<file path="config.mk">
export PLATFORM = sky130hd
export DESIGN_NAME = cif_top
export DESIGN_NICKNAME = d
export VERILOG_FILES = /design/src/verilog/cif_pkg.sv /design/src/verilog/cif_top.sv /design/src/verilog/cif_filter_slot.sv /design/src/verilog/cif_axil_slave.sv
export VERILOG_INCLUDE_DIRS = /design/src /design/src/verilog
export SDC_FILE = /design/constraint.sdc
export NUM_CORES = 1
export LEC_CHECK = 0
export BUFFER_PORTS_ARGS = -buffer_cell sky130_fd_sc_hd__buf_4
export CORE_MARGIN = 2
export CORE_UTILIZATION = 52
export DETAILED_ROUTE_END_ITERATION = 8
export PLACE_DENSITY_LB_ADDON = 0.08
export SYNTH_ARGS = -nofsm -noshare
export SYNTH_HDL_FRONTEND = slang
export SYNTH_SLANG_ARGS = --single-unit
</file>
<file path="constraint.sdc">
create_clock -name mclk_i -period 2.3 [get_ports mclk_i]
set_clock_uncertainty 0.1 [all_clocks]
set_input_delay 0.23 -clock mclk_i [delete_from_list [all_inputs] [get_ports mclk_i]]
set_output_delay 0.23 -clock mclk_i [all_outputs]
set_load 0.005 [all_outputs]
</file>
<file path="src/verilog/cif_regs.svh">
`ifndef CIF_REGS_SVH
`define CIF_REGS_SVH
// Register byte offsets.
`define CIF_OFF_FLAGS 8'h00
`define CIF_OFF_CLEAR 8'h04
`define CIF_OFF_IEN 8'h08
`define CIF_OFF_FLT3 8'h0C
`define CIF_OFF_CTRL 8'h10
`define CIF_OFF_STATE 8'h14
// Event flag positions.
`define CIF_B_WAKE 14
`define CIF_B_BUSERR 13
`define CIF_B_SYSERR 12
`define CIF_B_RXOVF 11
`define CIF_B_MODE 3
`define CIF_B_TMRW 2
`define CIF_B_RXP 1
`define CIF_B_TXP 0
`define CIF_FLAGS_MASK 32'h0000780F
// Control and state fields.
`define CIF_B_ON 15
`define CIF_REQUESTED_OP_MODE_LSB 24
`define CIF_CUROP_LSB 0
`define CIF_TMR_LSB 16
`define CIF_MODE_RST 3'h0
// Filter byte layout.
`define CIF_FLT_EN 7
`define CIF_FLT_MSEL_LSB 5
`define CIF_FLT_FSEL_RSV 4
// Bus responses.
`define CIF_RESP_OKAY 2'h0
`define CIF_RESP_SLVERR 2'h2
`endif

</file>
<file path="src/verilog/cif_pkg.sv">
package cif_pkg;
    typedef logic [2:0] cif_mode_t;
    typedef logic [4:0] cif_fifo_t;
    typedef logic [1:0] cif_msel_t;
    typedef enum logic [2:0] {
        CIF_SEL_FLAGS,
        CIF_SEL_CLEAR,
        CIF_SEL_IEN,
        CIF_SEL_FLT3,
        CIF_SEL_CTRL,
        CIF_SEL_STATE,
        CIF_SEL_NONE
    } cif_sel_t;
endpackage

</file>
<file path="src/verilog/cif_top.sv">
// Notes on behaviour
// Bus wake-up activity sets flag bit 14.
// CAN bus error sets flag bit 13.
// System-bus fault sets flag bit 12.
// Bit 12 clears only by off-then-on.
// Message arriving into full buffer sets bit 11.
// Mode reaching requested mode sets bit 3.
// Stamp timer wrap sets bit 2.
// Bits 1/0 show receive/transmit pending.
// FIFO select routes match; codes 16-31 reserved.
// Mask select picks one of four masks.
// Disabled filter never produces a match.
// Filters 12, 13, 14 fixed bit layout.
// Field writes ignored while filter enabled.
// Flags stay set until cleared.
// Unused flag bits read zero, ignore writes.
`timescale 1ns/1ps
`include "cif_regs.svh"
module cif_top #(
    parameter int TMR_W = 16
) (
    input wire logic mclk_i,
    input wire logic reset_n_i,
    input wire logic [7:0] awaddr_i,
    input wire logic awvalid_i,
    output logic awready_o,
    input wire logic [31:0] wdata_i,
    input wire logic [3:0] wstrb_i,
    input wire logic wvalid_i,
    output logic wready_o,
    output logic [1:0] bresp_o,
    output logic bvalid_o,
    input wire logic bready_i,
    input wire logic [7:0] araddr_i,
    input wire logic arvalid_i,
    output logic arready_o,
    output logic [31:0] rdata_o,
    output logic [1:0] rresp_o,
    output logic rvalid_o,
    input wire logic rready_i,

    input wire logic wake_activity_i,
    input wire logic bus_error_i,
    input wire logic sysbus_fault_i,
    input wire logic rx_msg_arrive_i,
    input wire logic rx_buf_full_i,
    input wire logic rx_pending_i,
    input wire logic tx_pending_i,
    input wire logic mode_ready_i,
    input wire logic filter14_on_i,
    input wire logic [2:0] filter_hit_i,

    output logic irq_o,
    output logic module_on_o,
    output cif_pkg::cif_mode_t requested_op_mode_o,
    output cif_pkg::cif_mode_t current_op_mode_o,
    output logic [TMR_W-1:0] stamp_timer_o,
    output logic [2:0] filter_on_o,
    output logic [5:0] filter_mask_sel_o,
    output logic [14:0] filter_fifo_sel_o,
    output logic accept_o,
    output cif_pkg::cif_fifo_t accept_fifo_o
);
    import cif_pkg::*;

    // Maps a byte address to a register; used by both write and read paths.
    function automatic cif_sel_t decode(input logic [7:0] a);
        unique case (a)
            `CIF_OFF_FLAGS: decode = CIF_SEL_FLAGS;
            `CIF_OFF_CLEAR: decode = CIF_SEL_CLEAR;
            `CIF_OFF_IEN: decode = CIF_SEL_IEN;
            `CIF_OFF_FLT3: decode = CIF_SEL_FLT3;
            `CIF_OFF_CTRL: decode = CIF_SEL_CTRL;
            `CIF_OFF_STATE: decode = CIF_SEL_STATE;
            default: decode = CIF_SEL_NONE;
        endcase
    endfunction

    // Expands byte strobes into a bit mask.
    function automatic logic [31:0] lanes(input logic [3:0] s);
        lanes = {{8{s[3]}}, {8{s[2]}}, {8{s[1]}}, {8{s[0]}}};
    endfunction

    logic wr;
    logic [7:0] wr_addr, rd_addr;
    logic [31:0] wr_data, wr_bits, rd_data;
    logic [3:0] wr_strb;
    logic wr_ok;
    logic rd_ok;
    cif_sel_t wsel, rsel;

    cif_axil_slave #(
        .AW(8)
    ) u_bus (
        .mclk_i,
        .reset_n_i,
        .awaddr_i,
        .awvalid_i,
        .awready_o,
        .wdata_i,
        .wstrb_i,
        .wvalid_i,
        .wready_o,
        .bresp_o,
        .bvalid_o,
        .bready_i,
        .araddr_i,
        .arvalid_i,
        .arready_o,
        .rdata_o,
        .rresp_o,
        .rvalid_o,
        .rready_i,
        .wr_o(wr),
        .wr_addr_o(wr_addr),
        .wr_data_o(wr_data),
        .wr_strb_o(wr_strb),
        .wr_ok_i(wr_ok),
        .rd_addr_o(rd_addr),
        .rd_data_i(rd_data),
        .rd_ok_i(rd_ok)
    );

    // Decode and strobe-masked write data.
    assign wsel = decode(wr_addr);
    assign rsel = decode(rd_addr);
    assign wr_ok = (wsel != CIF_SEL_NONE);
    assign rd_ok = (rsel != CIF_SEL_NONE);
    assign wr_bits = wr_data & lanes(wr_strb);

    logic [31:0] flags_reg, flags_next;
    logic [31:0] ien_reg, ien_next;
    logic on_reg, on_next;
    cif_mode_t req_reg, req_next;
    cif_mode_t cur_reg, cur_next;
    logic [TMR_W-1:0] tmr_reg, tmr_next;
    logic irq_reg, irq_next;

    logic mode_switch;
    logic tmr_wrap;
    logic reenable;
    logic [31:0] ev;
    logic [31:0] clr;

    // Control and operating-mode state.
    always_comb begin
        on_next = on_reg;
        req_next = req_reg;
        cur_next = cur_reg;
        mode_switch = 1'b0;
        if (wr && wsel == CIF_SEL_CTRL) begin
            if (wr_strb[1]) begin
                on_next = wr_data[`CIF_B_ON];
            end
            if (wr_strb[3]) begin
                req_next = wr_data[`CIF_REQUESTED_OP_MODE_LSB +: 3];
            end
        end

        // The engine signals when a requested mode may be entered.
        if (mode_ready_i && cur_reg != req_reg) begin
            cur_next = req_reg;
            mode_switch = 1'b1;
        end
    end

    assign reenable = on_next && !on_reg;

    // The stamp timer runs while the module is on.
    always_comb begin
        tmr_next = tmr_reg;
        tmr_wrap = 1'b0;
        if (on_reg) begin
            tmr_next = tmr_reg + 1'b1;
            tmr_wrap = &tmr_reg;
        end
    end

    // Events for this cycle, one per flag position.
    always_comb begin
        ev = '0;

        ev[`CIF_B_WAKE] = wake_activity_i;
        ev[`CIF_B_BUSERR] = bus_error_i;
        ev[`CIF_B_SYSERR] = sysbus_fault_i;
        ev[`CIF_B_RXOVF] = rx_msg_arrive_i && rx_buf_full_i;
        ev[`CIF_B_MODE] = mode_switch;
        ev[`CIF_B_TMRW] = tmr_wrap;
        ev[`CIF_B_RXP] = rx_pending_i;
        ev[`CIF_B_TXP] = tx_pending_i;
    end

    // Sticky flags: an event in the clearing cycle wins over the clear.
    always_comb begin
        clr = '0;
        if (wr && wsel == CIF_SEL_CLEAR) begin
            clr = wr_bits;
        end
        clr[`CIF_B_SYSERR] = reenable;

        flags_next = ((flags_reg & ~clr) | ev) & `CIF_FLAGS_MASK;

        ien_next = ien_reg;
        if (wr && wsel == CIF_SEL_IEN) begin
            ien_next = ((ien_reg & ~lanes(wr_strb)) | wr_bits) & `CIF_FLAGS_MASK;
        end

        irq_next = |(flags_next & ien_next);
    end

    always_ff @(posedge mclk_i) begin
        if (!reset_n_i) begin
            flags_reg <= '0;
            ien_reg <= '0;
            on_reg <= 1'b0;
            req_reg <= `CIF_MODE_RST;
            cur_reg <= `CIF_MODE_RST;
            tmr_reg <= '0;
            irq_reg <= 1'b0;
        end else begin
            flags_reg <= flags_next;
            ien_reg <= ien_next;
            on_reg <= on_next;
            req_reg <= req_next;
            cur_reg <= cur_next;
            tmr_reg <= tmr_next;
            irq_reg <= irq_next;
        end
    end

    // Filters 12, 13 and 14 live in byte lanes 0, 1 and 2.
    logic [2:0] acc;
    logic [23:0] flt_rd;

    for (genvar i = 0; i < 3; i++) begin : g_flt
        cif_msel_t ms;
        cif_fifo_t fs;
        cif_filter_slot #(
            .HAS_CTRL(i < 2)
        ) u_slot (
            .mclk_i,
            .reset_n_i,
            .wr_i(wr && wsel == CIF_SEL_FLT3 && wr_strb[i]),
            .field_i(wr_data[8*i +: 8]),
            .ext_on_i(filter14_on_i),
            .hit_i(filter_hit_i[i]),
            .on_o(filter_on_o[i]),
            .mask_sel_o(ms),
            .fifo_sel_o(fs),
            .accept_o(acc[i])
        );
        assign filter_mask_sel_o[2*i +: 2] = ms;
        assign filter_fifo_sel_o[5*i +: 5] = fs;

        if (i < 2) begin : g_full
            assign flt_rd[8*i +: 8] = {filter_on_o[i], ms, fs};
        end else begin : g_fsel
            assign flt_rd[8*i +: 8] = {3'h0, fs};
        end
    end

    // The lowest-numbered accepting filter chooses the FIFO.
    always_comb begin
        accept_fifo_o = '0;

        if (acc[0]) begin
            accept_fifo_o = filter_fifo_sel_o[4:0];
        end else if (acc[1]) begin
            accept_fifo_o = filter_fifo_sel_o[9:5];
        end else if (acc[2]) begin
            accept_fifo_o = filter_fifo_sel_o[14:10];
        end
    end

    assign accept_o = |acc;

    // Read multiplexer; the clear register reads as zero.
    always_comb begin
        rd_data = '0;

        unique case (rsel)
            CIF_SEL_FLAGS: rd_data = flags_reg;
            CIF_SEL_IEN: rd_data = ien_reg;
            CIF_SEL_FLT3: rd_data = {8'h00, flt_rd};
            CIF_SEL_CTRL: begin
                rd_data[`CIF_B_ON] = on_reg;
                rd_data[`CIF_REQUESTED_OP_MODE_LSB +: 3] = req_reg;
            end
            CIF_SEL_STATE: begin
                rd_data[`CIF_CUROP_LSB +: 3] = cur_reg;
                rd_data[`CIF_TMR_LSB +: 16] = 16'(tmr_reg);
            end
            CIF_SEL_CLEAR, CIF_SEL_NONE: rd_data = '0;
        endcase
    end

    // Outputs come straight from registers.
    assign irq_o = irq_reg;
    assign module_on_o = on_reg;
    assign requested_op_mode_o = req_reg;
    assign current_op_mode_o = cur_reg;
    assign stamp_timer_o = tmr_reg;
endmodule // cif_top

</file>
<file path="src/verilog/cif_filter_slot.sv">
`timescale 1ns/1ps
`include "cif_regs.svh"
module cif_filter_slot #(
    parameter bit HAS_CTRL = 1'b1
) (
    input wire logic mclk_i,
    input wire logic reset_n_i,
    input wire logic wr_i,
    input wire logic [7:0] field_i,
    input wire logic ext_on_i,
    input wire logic hit_i,
    output logic on_o,
    output cif_pkg::cif_msel_t mask_sel_o,
    output cif_pkg::cif_fifo_t fifo_sel_o,
    output logic accept_o
);
    import cif_pkg::*;

    logic on_reg, on_next;
    cif_msel_t msel_reg, msel_next;
    cif_fifo_t fsel_reg, fsel_next;
    logic live;

    // The fields take a write only while the filter is switched off.
    always_comb begin
        on_next = on_reg;
        msel_next = msel_reg;
        fsel_next = fsel_reg;
        if (wr_i && !live) begin
            fsel_next = field_i[4:0];
            if (HAS_CTRL) begin
                on_next = field_i[`CIF_FLT_EN];
                msel_next = field_i[`CIF_FLT_MSEL_LSB +: 2];
            end
        end
    end

    always_ff @(posedge mclk_i) begin
        if (!reset_n_i) begin
            on_reg <= 1'b0;
            msel_reg <= '0;
            fsel_reg <= '0;
        end else begin
            on_reg <= on_next;
            msel_reg <= msel_next;
            fsel_reg <= fsel_next;
        end
    end

    // A disabled filter or a reserved FIFO code never accepts.
    assign live = HAS_CTRL ? on_reg : ext_on_i;
    assign on_o = live;
    assign mask_sel_o = msel_reg;
    assign fifo_sel_o = fsel_reg;
    assign accept_o = hit_i && live && !fsel_reg[`CIF_FLT_FSEL_RSV];
endmodule // cif_filter_slot

</file>
<file path="src/verilog/cif_axil_slave.sv">
`timescale 1ns/1ps
`include "cif_regs.svh"
module cif_axil_slave #(
    parameter int AW = 8
) (
    input wire logic mclk_i,
    input wire logic reset_n_i,
    input wire logic [AW-1:0] awaddr_i,
    input wire logic awvalid_i,
    output logic awready_o,
    input wire logic [31:0] wdata_i,
    input wire logic [3:0] wstrb_i,
    input wire logic wvalid_i,
    output logic wready_o,
    output logic [1:0] bresp_o,
    output logic bvalid_o,
    input wire logic bready_i,
    input wire logic [AW-1:0] araddr_i,
    input wire logic arvalid_i,
    output logic arready_o,
    output logic [31:0] rdata_o,
    output logic [1:0] rresp_o,
    output logic rvalid_o,
    input wire logic rready_i,
    output logic wr_o,
    output logic [AW-1:0] wr_addr_o,
    output logic [31:0] wr_data_o,
    output logic [3:0] wr_strb_o,
    input wire logic wr_ok_i,
    output logic [AW-1:0] rd_addr_o,
    input wire logic [31:0] rd_data_i,
    input wire logic rd_ok_i
);
    logic awh_reg, awh_next, wh_reg, wh_next;
    logic [AW-1:0] addr_reg, addr_next;
    logic [31:0] data_reg, data_next;
    logic [3:0] strb_reg, strb_next;
    logic bv_reg, bv_next, rv_reg, rv_next;
    logic [1:0] br_reg, br_next, rr_reg, rr_next;
    logic [31:0] rd_reg, rd_next;

    // Address and data are held separately; the write fires when both are in.
    assign awready_o = !awh_reg && !bv_reg;
    assign wready_o = !wh_reg && !bv_reg;
    assign arready_o = !rv_reg;
    assign wr_o = awh_reg && wh_reg && !bv_reg;
    assign wr_addr_o = addr_reg;
    assign wr_data_o = data_reg;
    assign wr_strb_o = strb_reg;
    assign rd_addr_o = araddr_i;

    // Channel state for the next edge.
    always_comb begin
        awh_next = awh_reg;
        wh_next = wh_reg;
        addr_next = addr_reg;
        data_next = data_reg;
        strb_next = strb_reg;
        bv_next = bv_reg;
        br_next = br_reg;
        rv_next = rv_reg;
        rr_next = rr_reg;
        rd_next = rd_reg;
        if (awvalid_i && awready_o) begin
            awh_next = 1'b1;
            addr_next = awaddr_i;
        end
        if (wvalid_i && wready_o) begin
            wh_next = 1'b1;
            data_next = wdata_i;
            strb_next = wstrb_i;
        end
        if (wr_o) begin
            awh_next = 1'b0;
            wh_next = 1'b0;
            bv_next = 1'b1;
            br_next = wr_ok_i ? `CIF_RESP_OKAY : `CIF_RESP_SLVERR;
        end else if (bv_reg && bready_i) begin
            bv_next = 1'b0;
        end
        if (arvalid_i && arready_o) begin
            rv_next = 1'b1;
            rd_next = rd_data_i;
            rr_next = rd_ok_i ? `CIF_RESP_OKAY : `CIF_RESP_SLVERR;
        end else if (rv_reg && rready_i) begin
            rv_next = 1'b0;
        end
    end

    always_ff @(posedge mclk_i) begin
        if (!reset_n_i) begin
            awh_reg <= 1'b0;
            wh_reg <= 1'b0;
            addr_reg <= '0;
            data_reg <= '0;
            strb_reg <= '0;
            bv_reg <= 1'b0;
            br_reg <= '0;
            rv_reg <= 1'b0;
            rr_reg <= '0;
            rd_reg <= '0;
        end else begin
            awh_reg <= awh_next;
            wh_reg <= wh_next;
            addr_reg <= addr_next;
            data_reg <= data_next;
            strb_reg <= strb_next;
            bv_reg <= bv_next;
            br_reg <= br_next;
            rv_reg <= rv_next;
            rr_reg <= rr_next;
            rd_reg <= rd_next;
        end
    end

    assign bvalid_o = bv_reg;
    assign bresp_o = br_reg;
    assign rvalid_o = rv_reg;
    assign rresp_o = rr_reg;
    assign rdata_o = rd_reg;
endmodule // cif_axil_slave

</file>
# Word-level counts from Yosys, hierarchy flattened

Cells that the tools add are included.

Flip-flop bits (word level): 164

Add/sub/neg operators: 1
Eq/ne operators: 23
Muxes and demuxes: 23
Bitwise gates (word level): 9
Reductions and logical operators: 50

Operators by type and width:

| kind                  | number |
|---|---|
| $and 15x15->15        | 3 |
| $pmux 12 s3           | 1 |
| $pmux 3 s6            | 2 |
| $and 15x32->32        | 1 |
| $eq 8x4->1 const B    | 4 |
| $eq 8x5->1 const B    | 4 |
| $mux 32               | 1 |
| $pmux 8 s4            | 1 |
| $reduce_or 32->1      | 1 |
| $not 15->15           | 2 |
| $or 15x15->15         | 2 |
| $logic_and 1x1->1     | 28 |
| $add 16x1->16 const B | 1 |
| $eq 8x3->1 const B    | 2 |
| $logic_not 8->1       | 2 |
| $reduce_and 16->1     | 1 |
| $mux 15               | 1 |
| $mux 5                | 3 |
| $pmux 3 s5            | 1 |
| $pmux 5 s3            | 1 |
| $eq 3x2->1 const B    | 4 |
| $eq 3x3->1 const B    | 4 |
| $pmux 3 s4            | 1 |
| $logic_not 1->1       | 11 |
| other kinds (12)      | 24 |

# Logic depth before layout (Yosys ltp)

Gate-level depths: netlist of the first run.

Depth after elaboration: 11
Mapped depth: 7

# Modules after synthesis

Synthesis of the first run repeated with hierarchy kept, for this count alone.

Cell total of the unflattened synthesis: 757
Area total of the unflattened synthesis: 6,408.6 µm²

Modules (own cells, without submodules):

| module                                 | instances | cells an instance | area each (µm²) | seq. area each (µm²) |
|---|---|---|---|---|
| cif_axil_slave                         | 1         | 373               | 3,133.0         | 1,641.6 |
| cif_top                                | 1         | 283               | 2,371.0         | 800.8 |
| cif_filter_slot at g_flt[0].u_slot ... | 2         | 36                | 330.3           | 160.2 |
| cif_filter_slot at g_flt[2].u_slot     | 1         | 29                | 244.0           | 100.1 |

# Least setup slack after synthesis of the first run

Ideal clock, no wire load.

Kind: flip-flop to flip-flop
From: register u_bus.addr_reg[1], in the netlist u_bus.wr_addr_o[1]
To: register irq_reg, in the netlist irq_o
Library setup time: 0.125 ns
Data arrival time: 1.852 ns
Data required time: 2.075 ns
Setup slack: 0.223 ns
Cell stages (with the launch flop): 6
Cell sequence: dfxtp_1 -> or4_4 -> nor4_4 -> o2bb2ai_2 -> o22ai_1 -> o41a_1

Longest elaborated chain between the ends: 11

Ends and longest elaborated chain:

| element                                  | RTL line              | RTL |
|---|---|---|
| start: declaration                       | cif_axil_slave.sv:35  | `logic [AW-1:0] addr_reg, addr_next;` |
| start signal: assignment                 | cif_axil_slave.sv:105 | `addr_reg <= addr_next;` |
| $eq 8x5->1, or another cell as far along | cif_top.sv:68         | `unique case (a)` |
| $pmux 3 s6 (*)                           | cif_top.sv:68         |  |
| $eq 3x3->1                               | cif_top.sv:151        | `if (wr && wsel == CIF_SEL_CTRL) begin` |
| $logic_and 1x1->1                        | cif_top.sv:151        |  |
| $mux 1                                   | cif_top.sv:151        |  |
| $logic_and 1x1->1                        | cif_top.sv:167        | `assign reenable = on_next && !on_reg;` |
| $not 15->15                              | cif_top.sv:201        | `` flags_next = ((flags_reg & ~clr) \| ev) & `CIF_FLAGS_MASK; `` |
| $and 15x15->15                           | cif_top.sv:201        |  |
| $or 15x15->15                            | cif_top.sv:201        |  |
| $and 15x32->32 (*)                       | cif_top.sv:208        | `irq_next = \|(flags_next & ien_next);` |
| $reduce_or 32->1 (*)                     | cif_top.sv:208        |  |
| end signal: assignment                   | cif_top.sv:227        | `irq_reg <= irq_next;` |
| end: declaration                         | cif_top.sv:137        | `logic irq_reg, irq_next;` |

Every way passes the cells marked *; elsewhere a longest branch is shown, timed or not.
A chain may end at the register's enable or synchronous reset.

# Final worst setup path of the first run

Ends and elaborated chain as after synthesis.

==> results of run 1 <==
[worst paths after layout]
check | start | end | slack, ns | depth (start not counted)
max | u_bus.wr_addr_o[1] | irq_o | 0.02 | 6
min | awvalid_i | u_bus.wr_addr_o[6] | 0.06 | 4
max reg2reg | u_bus.wr_addr_o[1] | irq_o | 0.02 | 6
min reg2reg | u_bus.rdata_o[11] | u_bus.rdata_o[11] | 0.35 | 2
[power by group]
group	switching, mW	internal, mW	leakage [nW]
combinational	0.246	0.253	2.18
sequential	0.0692	2.41	1.10
clock	0.952	1.73	0.288
total	1.27	4.39	3.56
[area by class of cell]
class	instances	area, µm²
clock buffer	23	467
fill	775	2640
timing repair buffer	225	1840
clock inverter	8	121
tap	140	175
multi-input combinational	486	2780
sequential	135	2710
inverter	5	20.0
[kinds of logic (layout without fill, tap and decap cells)]
family,count (synthesis),after routing,synth area share (%)
AO/OA/AOI/OAI,116,116,12.1
flip-flops,135,135,47.6
adder cells (fa/ha/maj),1,1,0.220
AND/OR/NAND/NOR,304,304,25.6
buffers and inverters,53,261,4.12
multiplexers,42,42,7.52
other,1,5,0.0661
XOR/XNOR,18,18,2.78
[what timing repair did]
action,in CTS,in global routing
hold endpoints to repair,55,0
pin swaps,2,1
hold buffers,51,0
resized for setup,1,6
setup endpoints to repair,1,13
buffers inserted,0,1
[through the flow]
step	instance area, µm²	cells	hold WS (ns)	power (mW)
global placement	6980	939	0.320	2.92
detailed placement	6980	939	0.322	2.94
global route	8110	1022	0.0746	5.85
finish	8110	1022	0.0646	5.66
floorplan	5690	674	0.229	2.75
CTS	8080	1021	0.0402	5.67
[cells in the mapped netlist (4+ instances only)]
| library cell | n |
|---|---|
| nand3b_1 | 4 |
| and2_1 | 10 |
| inv_1 | 5 |
| nor3_1 | 10 |
| mux2i_1 | 37 |
| nand2_1 | 127 |
| nor2b_1 | 4 |
| nand4_1 | 5 |
| xnor2_1 | 10 |
| dfxtp_1 | 135 |
| xor2_1 | 8 |
| a22oi_1 | 5 |
| o22ai_1 | 8 |
| mux2_2 | 5 |
| nor2_1 | 74 |
| o21ai_0 | 14 |
| nand3_1 | 33 |
| nand2b_1 | 5 |
| buf_4 | 9 |
| buf_1 | 5 |
| and3b_1 | 6 |
| a221oi_1 | 6 |
| clkbuf_1 | 33 |
| a21oi_1 | 70 |
| nand4b_1 | 6 |
[critical path, cell delays in order, from the launching register on]
cell	delay [ns]
dfxtp_1	0.33
nor4_2	0.37
buf_4	0.21
nand4b_1	0.22
a221oi_2	0.34
o22ai_1	0.17
o41a_1	0.43
[metal layers]
metal  GRT usage [%]  wire [µm]  part of all wire [%]
met1            36.1       6980                    43
met2            45.7       7820                    48
met3            5.12       1060                   6.5
met4            12.8        433                   2.7
met5               0          0                     0
==> impl_metrics.env, run 1 <==
export IMPL_final_antenna_net_count=0
export IMPL_synth_edf_count=0
export IMPL_clk_latency_ns=0.52
export IMPL_initial_utilization_pct=52.8
export IMPL_netlist_top_cells_area="dfxtp_1, nand2_1, mux2i_1, a21oi_1, nor2_1"
export IMPL_drive_above_1_share_pct=25.5
export IMPL_yosysTopAreaCell="dfxtp_1"
export IMPL_avgRoutedWirePerCell_um=15.9
export IMPL_grt_pass1_wl_um=25500
export IMPL_path_clk_slew_ns=0.06
export IMPL_ys_flop_type="dfxtp_1"
export IMPL_worst_path_max_fanout=6
export IMPL_die_h_um=108
export IMPL_avgSynthCellArea_um2=8.47
export IMPL_post_route_period_util_pct=99.1
export IMPL_status="finished, final reports clean"
export IMPL_ys_warn_count=0
export IMPL_drt_iter0_drc=342
export IMPL_ys_ff_latch=135
export IMPL_yosysSeqAreaShare_pct=47.6
export IMPL_maxSlewViolCount=0
export IMPL_drv_cap=0
export IMPL_core_area_um2=10700
export IMPL_synth_top_area_share_pct=47.6
export IMPL_fin_ws_ns=0.0211
export IMPL_worstSetupStartpointType="register"
export IMPL_insertedDiodeCount=0
export IMPL_tightest_slew_ns=0.617
export IMPL_cts_buffers_inserted=17
export IMPL_largest_reg_flops=32
export IMPL_place_hpwl_um=11200
export IMPL_area_growth_pct=42.8
export IMPL_async_flop_share_pct=0
export IMPL_tritoncts="done"
export IMPL_min_path_type="input pin to register"
export IMPL_max_freq_mhz=439
export IMPL_viasPerCell=5.40
export IMPL_port_buffers=152
export IMPL_rsz0062_at_grt="no"
export IMPL_ios=166
export IMPL_cts_sinks=135
export IMPL_irDropWorstVdd_mv=0.595
export IMPL_firstDrtPassIters=5
export IMPL_routed_wl_um=16300
export IMPL_synth_distinct_cells=53
export IMPL_nets=942
export IMPL_required_ns=2.60
export IMPL_grt_pass1_vias=5281
export IMPL_rows=38
export IMPL_finalHoldViolations=0
export IMPL_setup_viol=0
export IMPL_fin_util_pct=75.5
export IMPL_grt_util_all_layers_pct=28.0
export IMPL_grt_start_max_net_pins=94
export IMPL_die_w_um=108
export IMPL_dp_slack_ns=0.0304
export IMPL_slew_headroom_pct=58.3
export IMPL_p_per_area_nw_per_um2=698
export IMPL_final_common_cell="buf_4"
export IMPL_endpoint_kind="register"
export IMPL_worstSetupPathType="register to register"
export IMPL_die_area_um2=11800
export IMPL_layout_common_cells="buf_4, dfxtp_1, nand2_1, nor2_1, a21oi_1"
export IMPL_syn_inst=670
export IMPL_grt_overflow=0
export IMPL_antenna_found_initial=0
export IMPL_fin_crit_ns=2.28
export IMPL_vias=5514
export IMPL_critPathArrivalTime_ns=2.58
export IMPL_cts_htree_levels=4
export IMPL_setup_tns_final_ns=0
export IMPL_gp_congestion=0.882
export IMPL_netlist_area_um2=5680
export IMPL_clockBufferDepth=2
export IMPL_route_detailed_drc=0
export IMPL_root_buffer="clkbuf_8"
export IMPL_leakage_nw=3.56
(Power assumes the default switching activity.)
==> run 2: changes to the inputs <==
clock period = 2.5 ns   (was 2.3 ns; I/O delays follow)
==> impl_metrics.env, run 2 (same netlist as run 1, synthesis figures left out) <==
export IMPL_fin_crit_ns=2.34
export IMPL_endpoint="flags_reg[11]"
export IMPL_drv_cap=0
export IMPL_path_cells="nor4bb_1 > buf_4 > nand4b_1 > a221oi_2 > dlygate4sd3_1 > nor2_1"
export IMPL_cts_setup_buffers=0
export IMPL_grt_util_all_layers_pct=27.5
export IMPL_worstSetupStartpointType="register"
export IMPL_regArea_um2=2700
export IMPL_p_per_area_nw_per_um2=639
export IMPL_worstSetupPathType="register to register"
export IMPL_post_route_period_util_pct=93.5
export IMPL_worst_path_max_fanout=6
export IMPL_largest_reg_flops=32
export IMPL_antenna_found_initial=0
export IMPL_vias=5544
export IMPL_comb_power_share_pct=8.8
export IMPL_cts_sinks=135
export IMPL_initial_utilization_pct=52.8
export IMPL_final_common_cell="buf_4"
export IMPL_slew_headroom_pct=43.0
export IMPL_ios=166
export IMPL_fin_ws_ns=0.163
export IMPL_die_h_um=108
export IMPL_dp_slack_ns=0.216
export IMPL_stdcell_area_um2=8010
export IMPL_grt_pass1_vias=5165
export IMPL_timing_rr_end="flags_reg[11]"
export IMPL_slowest_stage="dlygate4sd3_1"
export IMPL_cp_startpoint="u_bus.wh_reg"
export IMPL_nets=936
export IMPL_rr_startpoint="u_bus.wh_reg"
export IMPL_p_int_mw=3.95
export IMPL_die_w_um=108
export IMPL_maxSlewViolCount=0
export IMPL_path_clk_slew_ns=0.06
export IMPL_rows=38
export IMPL_die_area_um2=11800
export IMPL_grt_overflow=0
export IMPL_setup_tns_final_ns=0
export IMPL_grt_pass1_wl_um=25100
export IMPL_place_hpwl_um=11400
export IMPL_cts_buffers_inserted=17
export IMPL_firstDrtPassIters=5
export IMPL_max_freq_mhz=428
export IMPL_leakage_nw=3.52
export IMPL_area_growth_pct=41.2
export IMPL_finalHoldViolations=0
export IMPL_core_area_um2=10700
export IMPL_route_detailed_drc=0
export IMPL_p_clk_share_pct=46.8
export IMPL_insertedDiodeCount=0
export IMPL_seq_power_share_pct=44.4
export IMPL_min_path_type="input pin to register"
export IMPL_avgRoutedWirePerCell_um=15.8
export IMPL_drt_iter0_drc=366
export IMPL_tightest_slew_ns=0.854
export IMPL_required_ns=2.79
export IMPL_final_antenna_net_count=0
export IMPL_hold_buffers=50
export IMPL_cts_htree_levels=4
export IMPL_root_buffer="clkbuf_8"
export IMPL_p_sw_share_pct=22.9
export IMPL_r2r_cells=6
export IMPL_cts_resized_gates=0
export IMPL_irDropWorstVdd_mv=0.343
export IMPL_gp_congestion=0.891
export IMPL_multi_input_area_um2=2760
export IMPL_status="finished, final reports clean"
export IMPL_setup_viol=0
export IMPL_fill_cells=778
export IMPL_layout_common_cells="buf_4, dfxtp_1, nand2_1, nor2_1, a21oi_1"
export IMPL_drive_above_1_share_pct=24.7
export IMPL_viasPerCell=5.46
export IMPL_slowest_delay_ns=0.59
export IMPL_tritoncts="done"
export IMPL_endpoint_kind="register"
export IMPL_rsz0062_at_grt="no"
export IMPL_p_sw_mw=1.17
export IMPL_rrSetupSlack_ns=0.16
export IMPL_routed_wl_um=16000
export IMPL_clk_latency_ns=0.51
export IMPL_dpl_cell_area_um2=6940
export IMPL_clockBufferDepth=2
export IMPL_grt_start_max_net_pins=71
export IMPL_critPathArrivalTime_ns=2.63
export IMPL_port_buffers=152
run 2: changes by cell type in the layout (fill, tap and decap cells not counted), moves of 2 or more:
cell and change:
buf_4 -4, clkbuf_8 -3, clkinv_4 +3, clkbuf_1 -2
clkinv_2 +2, dfxtp_1 +2, dfxtp_2 -2
run 2: layout make-up:
| class | count | area share, % |
|---|---|---|
| Inverter | 5 | 0.250 |
| Multi-Input combinational cell | 486 | 34.4 |
| Tap cell | 140 | 2.19 |
| Sequential cell | 135 | 33.7 |
| Clock buffer | 18 | 5.22 |
| Timing Repair Buffer | 219 | 22.2 |
| Clock inverter | 13 | 1.97 |
run 2: metrics by stage:
| step | instances | hold WS, ns | utilization, % | power, mW |
|---|---|---|---|---|
| after floorplan | 674 | 0.249 | - | 2.53 |
| after global placement | 935 | 0.339 | 64.6 | 2.69 |
| after detailed placement | 935 | 0.346 | 64.6 | 2.70 |
| after CTS | 1016 | 0.0814 | 74.6 | 5.14 |
| after global routing | 1016 | 0.116 | 74.6 | 5.31 |
| final | 1016 | 0.0930 | 74.6 | 5.12 |
run 2: worst min-delay path by stage:
stage,from,end,slack (ns),cells after the start
floorplan,rready_i,u_bus.rvalid_o,0.25,1
global placement,rready_i,u_bus.rvalid_o,0.34,2
detailed placement,rready_i,u_bus.rvalid_o,0.35,2
CTS,awvalid_i,u_bus.wr_addr_o[1],0.08,4
global route,awvalid_i,u_bus.wr_addr_o[4],0.12,4
finish,awvalid_i,u_bus.wr_addr_o[1],0.09,4
run 2: power by group through the flow:
stage	clock, mW	combinational [mW]	sequential [mW]
2_1_floorplan	0	0.228	2.30
3_3_place_gp	0	0.370	2.31
3_5_place_dp	0	0.378	2.32
4_1_cts	2.43	0.445	2.27
5_1_grt	2.53	0.495	2.28
6_report	2.40	0.450	2.27
run 2: critical path: cells and delay by family, from the launching register on:
family                 cells  cell delay [ns]
AO/OA/AOI/OAI              1             0.32
flip-flops                 1             0.38
buffers and inverters      2             0.80
AND/OR/NAND/NOR            3             0.61
run 2: metal layers:
metal | vias up | wire [µm] | global-route usage, %
met5 | - | 0 | 0
met4 | 0 | 231 | 8.15
met3 | 21 | 1060 | 5.18
met2 | 231 | 7920 | 46.1
met1 | 2601 | 6810 | 36.0
li1 | 2691 | - | -
==> run 3: changes to the inputs <==
REMOVE_ABC_BUFFERS = 1   (was not set)
==> impl_metrics.env, run 3 (same netlist as run 1, synthesis figures left out) <==
export IMPL_firstDrtPassIters=5
export IMPL_leakage_nw=3.52
export IMPL_fin_util_pct=74.8
export IMPL_insertedDiodeCount=0
export IMPL_die_h_um=108
export IMPL_worstSetupStartpointType="input pin"
export IMPL_rows=38
export IMPL_p_per_area_nw_per_um2=650
export IMPL_endpoint_kind="register"
export IMPL_port_buffers=152
export IMPL_clockBufferDepth=2
export IMPL_critPathArrivalTime_ns=2.68
export IMPL_max_freq_mhz=427
export IMPL_slew_headroom_pct=58.1
export IMPL_grt_pass1_vias=5076
export IMPL_required_ns=2.84
export IMPL_p_total_mw=5.23
export IMPL_tightest_slew_ns=0.627
export IMPL_worstSetupPathType="input pin to register"
export IMPL_viasPerCell=5.37
export IMPL_grt_util_all_layers_pct=27.7
export IMPL_irDropWorstVdd_mv=0.334
export IMPL_clk_latency_ns=0.52
export IMPL_root_buffer="clkbuf_8"
export IMPL_drt_iter0_drc=293
export IMPL_grt_start_max_net_pins=58
export IMPL_r2r_cells=6
export IMPL_final_antenna_net_count=0
export IMPL_hold_buffers=50
export IMPL_holdPathStages=4
export IMPL_cts_setup_buffers=0
export IMPL_die_w_um=108
export IMPL_largest_reg_flops=32
export IMPL_core_area_um2=10700
export IMPL_setup_viol=0
export IMPL_final_common_cell="buf_4"
export IMPL_path_clk_slew_ns=0.06
export IMPL_die_area_um2=11800
export IMPL_grt_overflow=0
export IMPL_drive_above_1_share_pct=24.8
export IMPL_route_detailed_drc=0
export IMPL_layout_common_cells="buf_4, dfxtp_1, nand2_1, nor2_1, a21oi_1"
export IMPL_fin_crit_ns=2.34
export IMPL_cts_htree_levels=4
export IMPL_cts_buffers_inserted=17
export IMPL_maxSlewViolCount=0
export IMPL_ios=166
export IMPL_routed_wl_um=16300
export IMPL_initial_utilization_pct=52.8
export IMPL_worst_path_max_fanout=13
export IMPL_antenna_found_initial=0
export IMPL_place_hpwl_um=10900
export IMPL_dpl_cell_area_um2=6940
export IMPL_status="finished, final reports clean"
export IMPL_cts_sinks=135
export IMPL_rrSetupSlack_ns=0.18
export IMPL_tritoncts="done"
export IMPL_holdPathEnd="u_bus.wr_addr_o[4]"
export IMPL_gp_congestion=0.849
export IMPL_nets=935
export IMPL_cts_resized_gates=0
export IMPL_area_growth_pct=41.6
export IMPL_timing_rr_end="flags_reg[11]"
export IMPL_finalHoldViolations=0
export IMPL_grt_pass1_wl_um=25100
export IMPL_rsz0062_at_grt="no"
export IMPL_drv_cap=0
export IMPL_stdcell_area_um2=8040
export IMPL_min_path_type="input pin to register"
export IMPL_post_route_period_util_pct=93.6
export IMPL_vias=5452
export IMPL_avgRoutedWirePerCell_um=16.1
export IMPL_rr_startpoint="u_bus.wh_reg"
export IMPL_worstHoldStart="awvalid_i"
export IMPL_holdWs_ns=0.108
-- run 3: cell count changes in the layout (fill, tap and decap cells not counted), sizes merged --
cell      previous run  this run
buf                169       168
clkinvlp             1         4
clkinv              10         6
inv                  4         7
clkbuf              18        17
-- run 3: worst max-delay path by stage --
| stage | startpoint | endpoint | slack (ns) | depth (start not counted) |
|---|---|---|---|---|
| 2_1_floorplan | reset_n_i | u_bus.rdata_o[16] | -0.02 | 2 |
| 3_3_place_gp | araddr_i[5] | u_bus.rdata_o[20] | 0.26 | 6 |
| 3_5_place_dp | u_bus.wh_reg | irq_o | 0.23 | 6 |
| 4_1_cts | araddr_i[5] | u_bus.rdata_o[20] | 0.19 | 7 |
| 5_1_grt | u_bus.wh_reg | flags_reg[11] | 0.03 | 6 |
| 6_report | araddr_i[5] | u_bus.rdata_o[16] | 0.16 | 7 |
-- run 3: report_power, final --
group	total (mW)	switching (mW)	leakage [nW]	internal, mW
registers	2.27	0.0534	1.10	2.21
clock network	2.49	0.965	0.280	1.52
logic	0.470	0.237	2.14	0.234
total	5.23	1.26	3.52	3.97
-- run 3: metrics by stage --
step | TNS, ns | cells | setup WS, ns
6_report | 0 | 1016 | 0.160
3_3_place_gp | 0 | 934 | 0.258
4_1_cts | 0 | 1016 | 0.193
2_1_floorplan | -0.0996 | 626 | -0.0199
3_5_place_dp | 0 | 934 | 0.229
5_1_grt | 0 | 1016 | 0.0277
-- run 3: area by class of cell --
class,count,area [µm²]
Clock buffer,17,414
Clock inverter,15,179
Fill cell,820,2710
Inverter,5,21.3
Multi-Input combinational cell,486,2760
Sequential cell,135,2700
Tap cell,140,175
Timing Repair Buffer,218,1790
-- run 3: per-layer routing --
layer,wire [µm],GRT usage (%)
met2,8050,46.1
met4,346,10.5
met3,853,6.45
met1,7080,34.7
met5,0,0
-- run 3: critical path, cell delays in order --
cell and delay (ns):
dlygate4sd3_1 0.54, buf_4 0.14, or4_1 0.55, nor3_1 0.32
and2_1 0.53, a221oi_1 0.17, nor3_1 0.16
